### src/shared/dcd_consts.svh
/*
  constants for the command decoder: encodings, field positions, widths.
  assumes the includer compiles it once per unit; guarded.
*/
`ifndef DCD_CONSTS_SVH
`define DCD_CONSTS_SVH
`define DCD_BG_W 2
`define DCD_BA_W 2
`define DCD_ADDR_W 18
`define DCD_COL_W 10
`define DCD_A10 10
`define DCD_A12 12
`define DCD_A17 17
`define DCD_OP_W 17
`define DCD_BURST_CYC 4
`define DCD_RCW_MRS 3'h0
`define DCD_RCW_REF 3'h1
`define DCD_RCW_PRE 3'h2
`define DCD_RCW_RFU 3'h3
`define DCD_RCW_WR 3'h4
`define DCD_RCW_RD 3'h5
`define DCD_RCW_ZQ 3'h6
`define DCD_RCW_NOP 3'h7
`endif

### src/shared/dcd_pkg.sv
/*
  types for the command decoder.
  assumes dcd_consts.svh sits in the include path.
*/
`include "dcd_consts.svh"
package dcd_pkg;
  typedef enum logic [4:0] {
    DCD_CMD_NONE = 5'h00, DCD_CMD_MRS = 5'h01, DCD_CMD_REF = 5'h02,
    DCD_CMD_SRE = 5'h03, DCD_CMD_SRX = 5'h04, DCD_CMD_PRE = 5'h05,
    DCD_CMD_PREA = 5'h06, DCD_CMD_ACT = 5'h07, DCD_CMD_WR = 5'h08,
    DCD_CMD_RD = 5'h09, DCD_CMD_NOP = 5'h0a, DCD_CMD_DES = 5'h0b,
    DCD_CMD_PDE = 5'h0c, DCD_CMD_PDX = 5'h0d, DCD_CMD_ZQCL = 5'h0e,
    DCD_CMD_ZQCS = 5'h0f, DCD_CMD_RFU = 5'h10, DCD_CMD_ILL = 5'h11
  } dcd_cmd_e;
  typedef enum logic [1:0] {
    DCD_ST_ACTIVE = 2'b00, DCD_ST_PD = 2'b01, DCD_ST_SR = 2'b10
  } dcd_state_e;
  typedef struct packed {
    logic cke;
    logic cs_n;
    logic act_n;
    logic [`DCD_BG_W-1:0] bg;
    logic [`DCD_BA_W-1:0] ba;
    logic [`DCD_ADDR_W-1:0] addr;
  } dcd_pins_s;
  typedef struct packed {
    dcd_cmd_e cmd;
    logic [`DCD_BG_W-1:0] bg;
    logic [`DCD_BA_W-1:0] ba;
    logic [`DCD_ADDR_W-2:0] row;
    logic [`DCD_COL_W-1:0] col;
    logic [`DCD_OP_W+1:0] mrs_op;
    logic auto_pre;
    logic chop4;
  } dcd_cmd_s;
endpackage : dcd_pkg

### src/design/dcd_decoder.sv
/*
  command decoder: samples the command/address pins each rising edge and
  reports the decoded command, its fields and the power state.
  assumes pins are synchronous to clock and the controller keeps its side.
*/
`timescale 1ns/1ns
// widths and encodings come from the shared header; the guard makes a second include harmless
`include "dcd_consts.svh"
module dcd_decoder
  import dcd_pkg::*;
(
  input wire logic clock, // device clock
  input wire logic resetn, // async reset, active low
  input wire dcd_pins_s pins, // command/address pins
  input wire logic odt, // termination request
  input wire logic otf_mode, // mode register: burst length chosen per command
  input wire logic fixed_bc4, // mode register: fixed burst chop 4
  output dcd_cmd_s cmd_out, // decoded command, registered
  output logic cmd_valid, // one-cycle pulse per decoded command
  output logic burst_busy, // burst in progress
  output logic odt_on, // termination enabled
  output logic refresh_go, // one-cycle pulse: refresh executed
  output dcd_state_e pwr_state // power state
);
  logic cke_prev_reg, cke_prev_next;
  dcd_cmd_s cmd_reg, cmd_next;
  logic valid_reg, valid_next;
  dcd_state_e st_reg, st_next;
  logic [2:0] burst_cnt_reg, burst_cnt_next;
  logic ref_reg, ref_next;
  logic [2:0] rcw;

  always_comb
  begin
    rcw = pins.addr[16:14];
    cke_prev_next = pins.cke;
    cmd_next = '0;
    cmd_next.cmd = DCD_CMD_NONE;
    cmd_next.bg = pins.bg;
    cmd_next.ba = pins.ba;
    cmd_next.col = pins.addr[`DCD_COL_W-1:0];
    cmd_next.auto_pre = pins.addr[`DCD_A10];
    st_next = st_reg;
    valid_next = 1'b0;
    ref_next = 1'b0;
    if (cke_prev_reg && pins.cke)
    begin
      if (pins.cs_n)
        cmd_next.cmd = DCD_CMD_DES;
      else if (!pins.act_n)
      begin
        cmd_next.cmd = DCD_CMD_ACT;
        cmd_next.row = pins.addr[`DCD_ADDR_W-2:0];
      end
      else
        case (rcw)
          `DCD_RCW_MRS:
          begin
            cmd_next.cmd = DCD_CMD_MRS;
            // bank bits pick the register; a17 is left out of the opcode
            cmd_next.mrs_op = {pins.bg, pins.ba, 1'b0, pins.addr[13:0]};
          end
          `DCD_RCW_REF:
          begin
            cmd_next.cmd = DCD_CMD_REF;
            ref_next = (st_reg == DCD_ST_ACTIVE);
          end
          `DCD_RCW_PRE: cmd_next.cmd = pins.addr[`DCD_A10] ? DCD_CMD_PREA : DCD_CMD_PRE;
          `DCD_RCW_RFU: cmd_next.cmd = DCD_CMD_RFU;
          `DCD_RCW_WR: cmd_next.cmd = DCD_CMD_WR;
          `DCD_RCW_RD: cmd_next.cmd = DCD_CMD_RD;
          `DCD_RCW_ZQ: cmd_next.cmd = pins.addr[`DCD_A10] ? DCD_CMD_ZQCL : DCD_CMD_ZQCS;
          `DCD_RCW_NOP: cmd_next.cmd = DCD_CMD_NOP;
          default: cmd_next.cmd = DCD_CMD_ILL;
        endcase
      if (cmd_next.cmd == DCD_CMD_WR || cmd_next.cmd == DCD_CMD_RD)
        cmd_next.chop4 = otf_mode ? !pins.addr[`DCD_A12] : fixed_bc4;
    end
    else if (cke_prev_reg && !pins.cke)
    begin
      if (!pins.cs_n && pins.act_n && rcw == `DCD_RCW_REF)
      begin
        cmd_next.cmd = DCD_CMD_SRE;
        st_next = DCD_ST_SR;
      end
      else if (pins.cs_n)
      begin
        cmd_next.cmd = DCD_CMD_PDE;
        st_next = DCD_ST_PD;
      end
      else
        cmd_next.cmd = DCD_CMD_ILL;
    end
    else if (!cke_prev_reg && pins.cke)
    begin
      // exit seen on the clock edge only; asynchronous exit not used
      if (pins.cs_n || (pins.act_n && rcw == `DCD_RCW_NOP))
      begin
        cmd_next.cmd = (st_reg == DCD_ST_SR) ? DCD_CMD_SRX : DCD_CMD_PDX;
        st_next = DCD_ST_ACTIVE;
      end
      else
        cmd_next.cmd = DCD_CMD_ILL;
    end
    valid_next = (cmd_next.cmd != DCD_CMD_NONE);
  end

  // burst counter: no command shortens a running burst
  always_comb
  begin
    burst_cnt_next = burst_cnt_reg;
    if (burst_cnt_reg != 3'h0)
      burst_cnt_next = burst_cnt_reg - 3'h1;
    else if (cmd_next.cmd == DCD_CMD_WR || cmd_next.cmd == DCD_CMD_RD)
      burst_cnt_next = 3'(`DCD_BURST_CYC);
  end

  always_ff @(posedge clock or negedge resetn)
  begin
    if (!resetn)
    begin
      cke_prev_reg <= 1'b0;
      cmd_reg <= '0;
      valid_reg <= 1'b0;
      st_reg <= DCD_ST_ACTIVE;
      burst_cnt_reg <= 3'h0;
      ref_reg <= 1'b0;
    end
    else
    begin
      cke_prev_reg <= cke_prev_next;
      cmd_reg <= cmd_next;
      valid_reg <= valid_next;
      st_reg <= st_next;
      burst_cnt_reg <= burst_cnt_next;
      ref_reg <= ref_next;
    end
  end

  assign cmd_out = cmd_reg;
  assign cmd_valid = valid_reg;
  assign burst_busy = (burst_cnt_reg != 3'h0);
  assign refresh_go = ref_reg;
  assign pwr_state = st_reg;
  // command decode never looks at odt; only power state gates it
  assign odt_on = odt && (st_reg != DCD_ST_SR);

  a_act_decode: assert property (@(posedge clock) disable iff (!resetn)
    ($past(pins.cke) && pins.cke && !pins.cs_n && !pins.act_n) |=>
    (cmd_reg.cmd == DCD_CMD_ACT && cmd_reg.row == $past(pins.addr[16:0])))
    else $error("activate not decoded");
  a_des_decode: assert property (@(posedge clock) disable iff (!resetn)
    ($past(pins.cke) && pins.cke && pins.cs_n) |=> cmd_reg.cmd == DCD_CMD_DES)
    else $error("deselect not decoded");
  a_otf_chop: assert property (@(posedge clock) disable iff (!resetn)
    (valid_reg && cmd_reg.cmd == DCD_CMD_RD && $past(otf_mode)) |->
    cmd_reg.chop4 == !$past(pins.addr[12]))
    else $error("otf burst length wrong");
  a_fixed_len: assert property (@(posedge clock) disable iff (!resetn)
    (valid_reg && cmd_reg.cmd == DCD_CMD_WR && !$past(otf_mode)) |->
    cmd_reg.chop4 == $past(fixed_bc4))
    else $error("fixed burst length wrong");
  a_burst_full: assert property (@(posedge clock) disable iff (!resetn)
    $rose(burst_busy) |-> burst_busy [*4] ##1 !burst_busy)
    else $error("burst cut short");
  a_sr_odt_off: assert property (@(posedge clock) disable iff (!resetn)
    pwr_state == DCD_ST_SR |-> !odt_on)
    else $error("odt on in self refresh");
  a_pd_no_ref: assert property (@(posedge clock) disable iff (!resetn)
    $past(pwr_state) == DCD_ST_PD |-> !refresh_go)
    else $error("refresh in power-down");
  a_mrs_a17: assert property (@(posedge clock) disable iff (!resetn)
    (valid_reg && cmd_reg.cmd == DCD_CMD_MRS) |->
    (cmd_reg.mrs_op[14] == 1'b0 && cmd_reg.mrs_op[18:15] == $past({pins.bg, pins.ba})))
    else $error("mrs field mapping wrong");
  a_sre_enter: assert property (@(posedge clock) disable iff (!resetn)
    (cmd_reg.cmd == DCD_CMD_SRE && valid_reg) |-> pwr_state == DCD_ST_SR)
    else $error("self refresh not entered");
  a_mrs_decode: assert property (@(posedge clock) disable iff (!resetn)
    ($past(pins.cke) && pins.cke && !pins.cs_n && pins.act_n &&
    pins.addr[16:14] == `DCD_RCW_MRS) |=>
    cmd_reg.cmd == DCD_CMD_MRS)
    else $error("mode register set not decoded");
  a_ref_decode: assert property (@(posedge clock) disable iff (!resetn)
    ($past(pins.cke) && pins.cke && !pins.cs_n && pins.act_n &&
    pins.addr[16:14] == `DCD_RCW_REF) |=>
    cmd_reg.cmd == DCD_CMD_REF)
    else $error("refresh not decoded");
  a_pre_decode: assert property (@(posedge clock) disable iff (!resetn)
    ($past(pins.cke) && pins.cke && !pins.cs_n && pins.act_n &&
    pins.addr[16:14] == `DCD_RCW_PRE) |=>
    cmd_reg.cmd == ($past(pins.addr[10]) ? DCD_CMD_PREA : DCD_CMD_PRE))
    else $error("precharge not decoded");
  a_wr_decode: assert property (@(posedge clock) disable iff (!resetn)
    ($past(pins.cke) && pins.cke && !pins.cs_n && pins.act_n &&
    pins.addr[16:14] == `DCD_RCW_WR) |=>
    (cmd_reg.cmd == DCD_CMD_WR && cmd_reg.col == $past(pins.addr[9:0])))
    else $error("write not decoded");
  a_rd_autopre: assert property (@(posedge clock) disable iff (!resetn)
    ($past(pins.cke) && pins.cke && !pins.cs_n && pins.act_n &&
    pins.addr[16:14] == `DCD_RCW_RD) |=>
    (cmd_reg.cmd == DCD_CMD_RD && cmd_reg.auto_pre == $past(pins.addr[10])))
    else $error("read or auto-precharge not decoded");
  a_zq_decode: assert property (@(posedge clock) disable iff (!resetn)
    ($past(pins.cke) && pins.cke && !pins.cs_n && pins.act_n &&
    pins.addr[16:14] == `DCD_RCW_ZQ) |=>
    cmd_reg.cmd == ($past(pins.addr[10]) ? DCD_CMD_ZQCL : DCD_CMD_ZQCS))
    else $error("calibration length not decoded");
  a_bank_select: assert property (@(posedge clock) disable iff (!resetn)
    (valid_reg && (cmd_reg.cmd == DCD_CMD_ACT || cmd_reg.cmd == DCD_CMD_RD ||
    cmd_reg.cmd == DCD_CMD_WR || cmd_reg.cmd == DCD_CMD_PRE)) |->
    {cmd_reg.bg, cmd_reg.ba} == $past({pins.bg, pins.ba}))
    else $error("bank select wrong");
  a_pde_enter: assert property (@(posedge clock) disable iff (!resetn)
    ($past(pins.cke) && !pins.cke && pins.cs_n) |=>
    (cmd_reg.cmd == DCD_CMD_PDE && pwr_state == DCD_ST_PD))
    else $error("power-down not entered");
  a_otf_wr_chop: assert property (@(posedge clock) disable iff (!resetn)
    (valid_reg && cmd_reg.cmd == DCD_CMD_WR && $past(otf_mode)) |->
    cmd_reg.chop4 == !$past(pins.addr[12]))
    else $error("otf write burst length wrong");
  a_fixed_rd_len: assert property (@(posedge clock) disable iff (!resetn)
    (valid_reg && cmd_reg.cmd == DCD_CMD_RD && !$past(otf_mode)) |->
    cmd_reg.chop4 == $past(fixed_bc4))
    else $error("fixed read burst length wrong");
  a_exit_sync: assert property (@(posedge clock) disable iff (!resetn)
    (!$past(pins.cke) && pins.cke && pins.cs_n) |=>
    ((cmd_reg.cmd == DCD_CMD_SRX || cmd_reg.cmd == DCD_CMD_PDX) && pwr_state == DCD_ST_ACTIVE))
    else $error("low-power exit not decoded");
endmodule : dcd_decoder

### config.mk
export PLATFORM = sky130hd
export DESIGN_NAME = dcd_decoder
export DESIGN_NICKNAME = d
export VERILOG_FILES = /design/src/shared/dcd_pkg.sv /design/src/design/dcd_decoder.sv
export VERILOG_INCLUDE_DIRS = /design/src /design/src/shared
export SDC_FILE = /design/constraint.sdc
export NUM_CORES = 1
export LEC_CHECK = 0
export BUFFER_PORTS_ARGS = -buffer_cell sky130_fd_sc_hd__buf_2
export CAP_MARGIN = 5
export CORE_MARGIN = 3
export CORE_UTILIZATION = 45
export CTS_CLUSTER_SIZE = 10
export DETAILED_ROUTE_END_ITERATION = 16
export PLACE_DENSITY = 0.87
export REMOVE_ABC_BUFFERS = 1
export SETUP_SLACK_MARGIN = 0.05
export SYNTH_ARGS = -nofsm -noshare
export SYNTH_HDL_FRONTEND = slang
export SYNTH_SLANG_ARGS = --single-unit
### constraint.sdc
create_clock -name clock -period 2.4 [get_ports clock]
set_input_delay 0.24 -clock clock [delete_from_list [all_inputs] [get_ports clock]]
set_output_delay 0.24 -clock clock [all_outputs]
set_load 0.1 [all_outputs]
### After elaboration in Yosys (flattened, before gate mapping)

Index checks and enable logic that the tools add are counted.

| storage, ports and cells | value |
|---|---|
| word-level logic and storage cells | 85 |
| bits in registers | 65 |
| output and inout bits | 63 |

| operators by class | value |
|---|---|
| bitwise logic cells | 1 |
| add/sub/neg operators | 1 |
| equality and inequality tests | 14 |
| reductions and logical operators | 22 |
| multiplexer cells | 34 |

Operator list:

| operator | number |
|---|---|
| $mux 19 | 4 |
| $mux 17 | 3 |
| $mux 5 | 9 |
| $pmux 5 s8 | 1 |
| $eq 5x4->1 const B | 4 |
| $eq 3x3->1 const B | 4 |
| $mux 2 | 6 |
| $mux 1 | 8 |
| $logic_and 1x1->1 | 7 |
| $eq 3x2->1 const B | 2 |
| $mux 3 | 2 |
| $reduce_bool 2->1 | 3 |
| $reduce_bool 5->1 | 1 |
| $logic_not 1->1 | 4 |
| $mux 4 | 1 |
| $reduce_and 4->1 | 1 |
| $eq 3x1->1 const B | 1 |
| $logic_not 3->1 | 1 |
| $logic_or 1x1->1 | 3 |
| $ne 3x2->1 const B | 1 |
| $reduce_bool 3->1 | 1 |
| $sub 3x1->3 const B | 1 |
| $eq 2x2->1 const B | 1 |
| $logic_not 2->1 | 1 |
| other kinds (2) | 2 |

### Longest topological paths before layout

| logic depth | value |
|---|---|
| depth after elaboration | 11 |
| mapped depth | 7 |

### Worst setup path after synthesis

Ideal clock, no wire load.

| timing | value |
|---|---|
| path type | flip-flop to output port |
| start point | register st_reg[0] (netlist: pwr_state[0]) |
| end point | output odt_on |
| arrival | 1.932 ns |
| stages on the path, launching flop included | 3 |
| path slack | 0.228 ns |
| path through | dfrtp_1 -> nand2b_1 -> and2_1 |

| between the ends | value |
|---|---|
| longest elaborated chain between the ends | 2 |

Ends and longest elaborated chain:

| item | line | source |
|---|---|---|
| start: declaration | dcd_decoder.sv:28 | `dcd_state_e st_reg, st_next;` |
| start signal: assignment | dcd_decoder.sv:134 | `st_reg <= st_next;` |
| $ne 2x2->1 | dcd_decoder.sv:146 | `assign odt_on = odt && (st_reg != DCD_ST_SR);` |
| $logic_and 1x1->1 | dcd_decoder.sv:146 |  |
| end: declaration | dcd_decoder.sv:21 | `output logic odt_on,` |

Every way passes these cells.

==> results_dict.tcl <==
set metrics [dict create \
    status "finished, final reports clean" \
    cp_max_fo 7 \
    netlist_top_cells_count "dfrtp_1 (64), nor2_1 (33), nand2_1 (19)" \
    fmax_ghz 0.524 \
    drtPass1Iterations 4 \
    clockBufferDepth 2 \
    clock-sinks 64 \
    async_flop_share 1.00 \
    synth_edf_count 0 \
    ys.warnings.count 0 \
    hold_path.class "input port to flip-flop" \
    seqPwrFrac 0.428 \
    avgSynthCellArea_um2 11.7 \
    num_vias 1733 \
    drv_cap 0 \
    setup_viol 0 \
    power_density_nw_per_um2 890 \
    start_util 0.479 \
    design.die.area_um2 6090 \
    setup_tns_ps 0 \
    yosys_register_bits 64 \
    grt_pass1_wl_mm 7.66 \
    worst_setup_path_end_kind "flip-flop" \
    clock-root-buffer "clkbuf_8" \
    chipHeight_um 78.1 \
    ios 93 \
    comb_power_share 0.209 \
    cp_top_family "simple AND/OR/NAND/NOR gates" \
    rsz0062_at_grt "false" \
    grt-ovfl-total 0 \
    tightest_slew_ps 535 \
    diodes 0 \
    hold_viol 0 \
    yosys_most_used_dff "dfrtp_1" \
    path_class "flip-flop to flip-flop" \
    post_cts_resized 0 \
    fin_crit_sh 0.796 \
    seq_area_frac_synth 0.686 \
    pwr-share-clk 0.362 \
    design.core.area_um2 4880 \
    ant_nets 0 \
    crit_chain "ha_1, and2b_4, a21boi_1, o31ai_1, or3_1, or3_1" \
    rows 25 \
    routedWlPerCell_um 12.8 \
    drt_iter0_drc 55 \
    final_nets 327 \
    clk_pin_slew_ps 70 \
    switching_share 0.323 \
    cp_data_arrival_time_ps 2120 \
    final_core_util 0.627 \
    power.switching_uw 881 \
    netlist_top_cells_area "dfrtp_1 (69%), nor2_1 (5.3%), nand2_1 (3.1%), and3_1 (2.9%), ha_1 (2.1%)" \
    drc 0 \
    grt_pass1_vias 1636 \
    synthCells 199 \
    post_cts_buffers 0 \
    internal_power_uw 1840 \
    slew_headroom 0.643 \
    grt_usage 0.164 \
    cp_data_required_time_ps 2610 \
    p_leak_uw 0.00170 \
    r2r_slack_ps 490 \
    yosysMostFrequentCell "dfrtp_1" \
    port-buffer-count 90 \
    crit_slowest_cell "dfrtp_1" \
    syn_area_um2 2340 \
    vias_per_cell 4.75 \
    fin_skew_ps 7.23 \
    max_stage_delay_ps 400 \
    start_kind "flip-flop" \
    clkLatencyLatePin_ps 330 \
    fp.dieW_um 78.1 \
    drt_wl_total_mm 4.68 \
    fill_cells 394 \
    dp_hpwl_mm 3.35 \
    area_growth_syn_to_layout_pct 31.1 \
    ir_drop_mv 0.502 \
    cp_num_buf_inv 0 \
    tritoncts "yes" \
    largest_reg_flops 56 \
    synth.distinct_cells 38 \
    gp_congestion 0.873 \
    grt_max_degree 27 \
    yosys.area.top_type_share 0.686 \
    drive_gt1_frac 0.386 \
    cts_htree_levels 3 \
    drv_slew 0 \
    min_period_ps 1910 \
    crit_top_cell "or3_1" \
    antenna_found_initial 0 \
    cts_buffers 9 \
    yosys.area.top_type "dfrtp_1" \
]
-- per-stage QoR --
step                      hold slack, ps  setup WS (ps)  power [uW]  std cells  instance area (um^2)
after floorplan                    -55.6            228        1620        187                  2270
after global placement               245            500        1750        348                  2830
after detailed placement             250            485        1760        348                  2830
after CTS                           6.38            488        2760        365                  3060
after global routing                7.85            334        2850        365                  3060
final                               25.4            490        2730        365                  3060
-- per-layer routing --
metal | wire length [um] | vias to the layer above | track usage
met3 | 301 | 9 | 0.0505
met1 | 1900 | 818 | 0.196
met4 | 72 | 0 | 0.0752
met2 | 2410 | 69 | 0.272
li1 | - | 837 | -
met5 | 0 | - | 0
-- worst register-to-register path: stages, from the launching register on --
cell and delay, ps:
dfrtp_1 400, ha_1 290, and2b_4 230, a21boi_1 140
o31ai_1 80, or3_1 360, or3_1 300
-- path summary, 6_finish.rpt --
kind | start | to | cells past startpoint
max | cke_prev_reg$_DFF_PN0_ | cmd_valid$_DFF_PN0_ | 6
min | pins[20] | cmd_out[50]$_DFF_PN0_ | 1
min in group asynchronous | resetn | cmd_out[39]$_DFF_PN0_ | 2
max reg2reg | cke_prev_reg$_DFF_PN0_ | cmd_valid$_DFF_PN0_ | 6
min reg2reg | pwr_state[0]$_DFFE_PN0P_ | refresh_go$_DFF_PN0_ | 1
max in group asynchronous | resetn | pwr_state[0]$_DFFE_PN0P_ | 3
-- area by class of cell --
cell class              instances  area, um^2  area share
clock inverters                 7        95.1      0.0311
repair buffers                 95         490       0.160
clock buffers                   9         124      0.0405
flip-flops and latches         64        1600       0.523
well taps                      67        83.8      0.0274
inverters                       8        30.0     0.00981
multi-input cells             115         637       0.208
-- placed cells by master (no fill, tap or decap), types with 3 or more instances in the layout --
cell      count
buf_2        90
dfrtp_1      64
nor2_1       33
nand2_1      19
and3_1       11
a21oi_1       9
clkbuf_8      9
inv_1         8
o21ai_0       5
ha_1          4
buf_4         4
nand2b_1      3
nand4_1       3
-- cell families (layout without fill, tap and decap cells) --
kind of cell,count (synthesis),count (layout),synth area share
and+or+nand+nor,82,82,0.168
AOI/OAI and AO/OA,26,26,0.0728
adders and majority gates,4,4,0.0214
muxes,2,2,0.00911
buffers and inverters,20,119,0.0418
DFF,64,64,0.686
other,1,1,0.00161
-- power by group through the flow --
stage,Clock (uW),Combinational (uW),Sequential (uW)
6_report,987,571,1170
5_1_grt,1070,607,1170
4_1_cts,1010,577,1170
3_5_place_dp,0,575,1190
3_3_place_gp,0,562,1180
2_1_floorplan,0,203,1420
-- what timing repair did --
action | CTS | global route
endpoints found under the hold margin | 24 | 0
endpoints found under the setup margin | 0 | 0
hold buffers | 1 | 0
No activity file was read; power rests on OpenSTA's default activity.
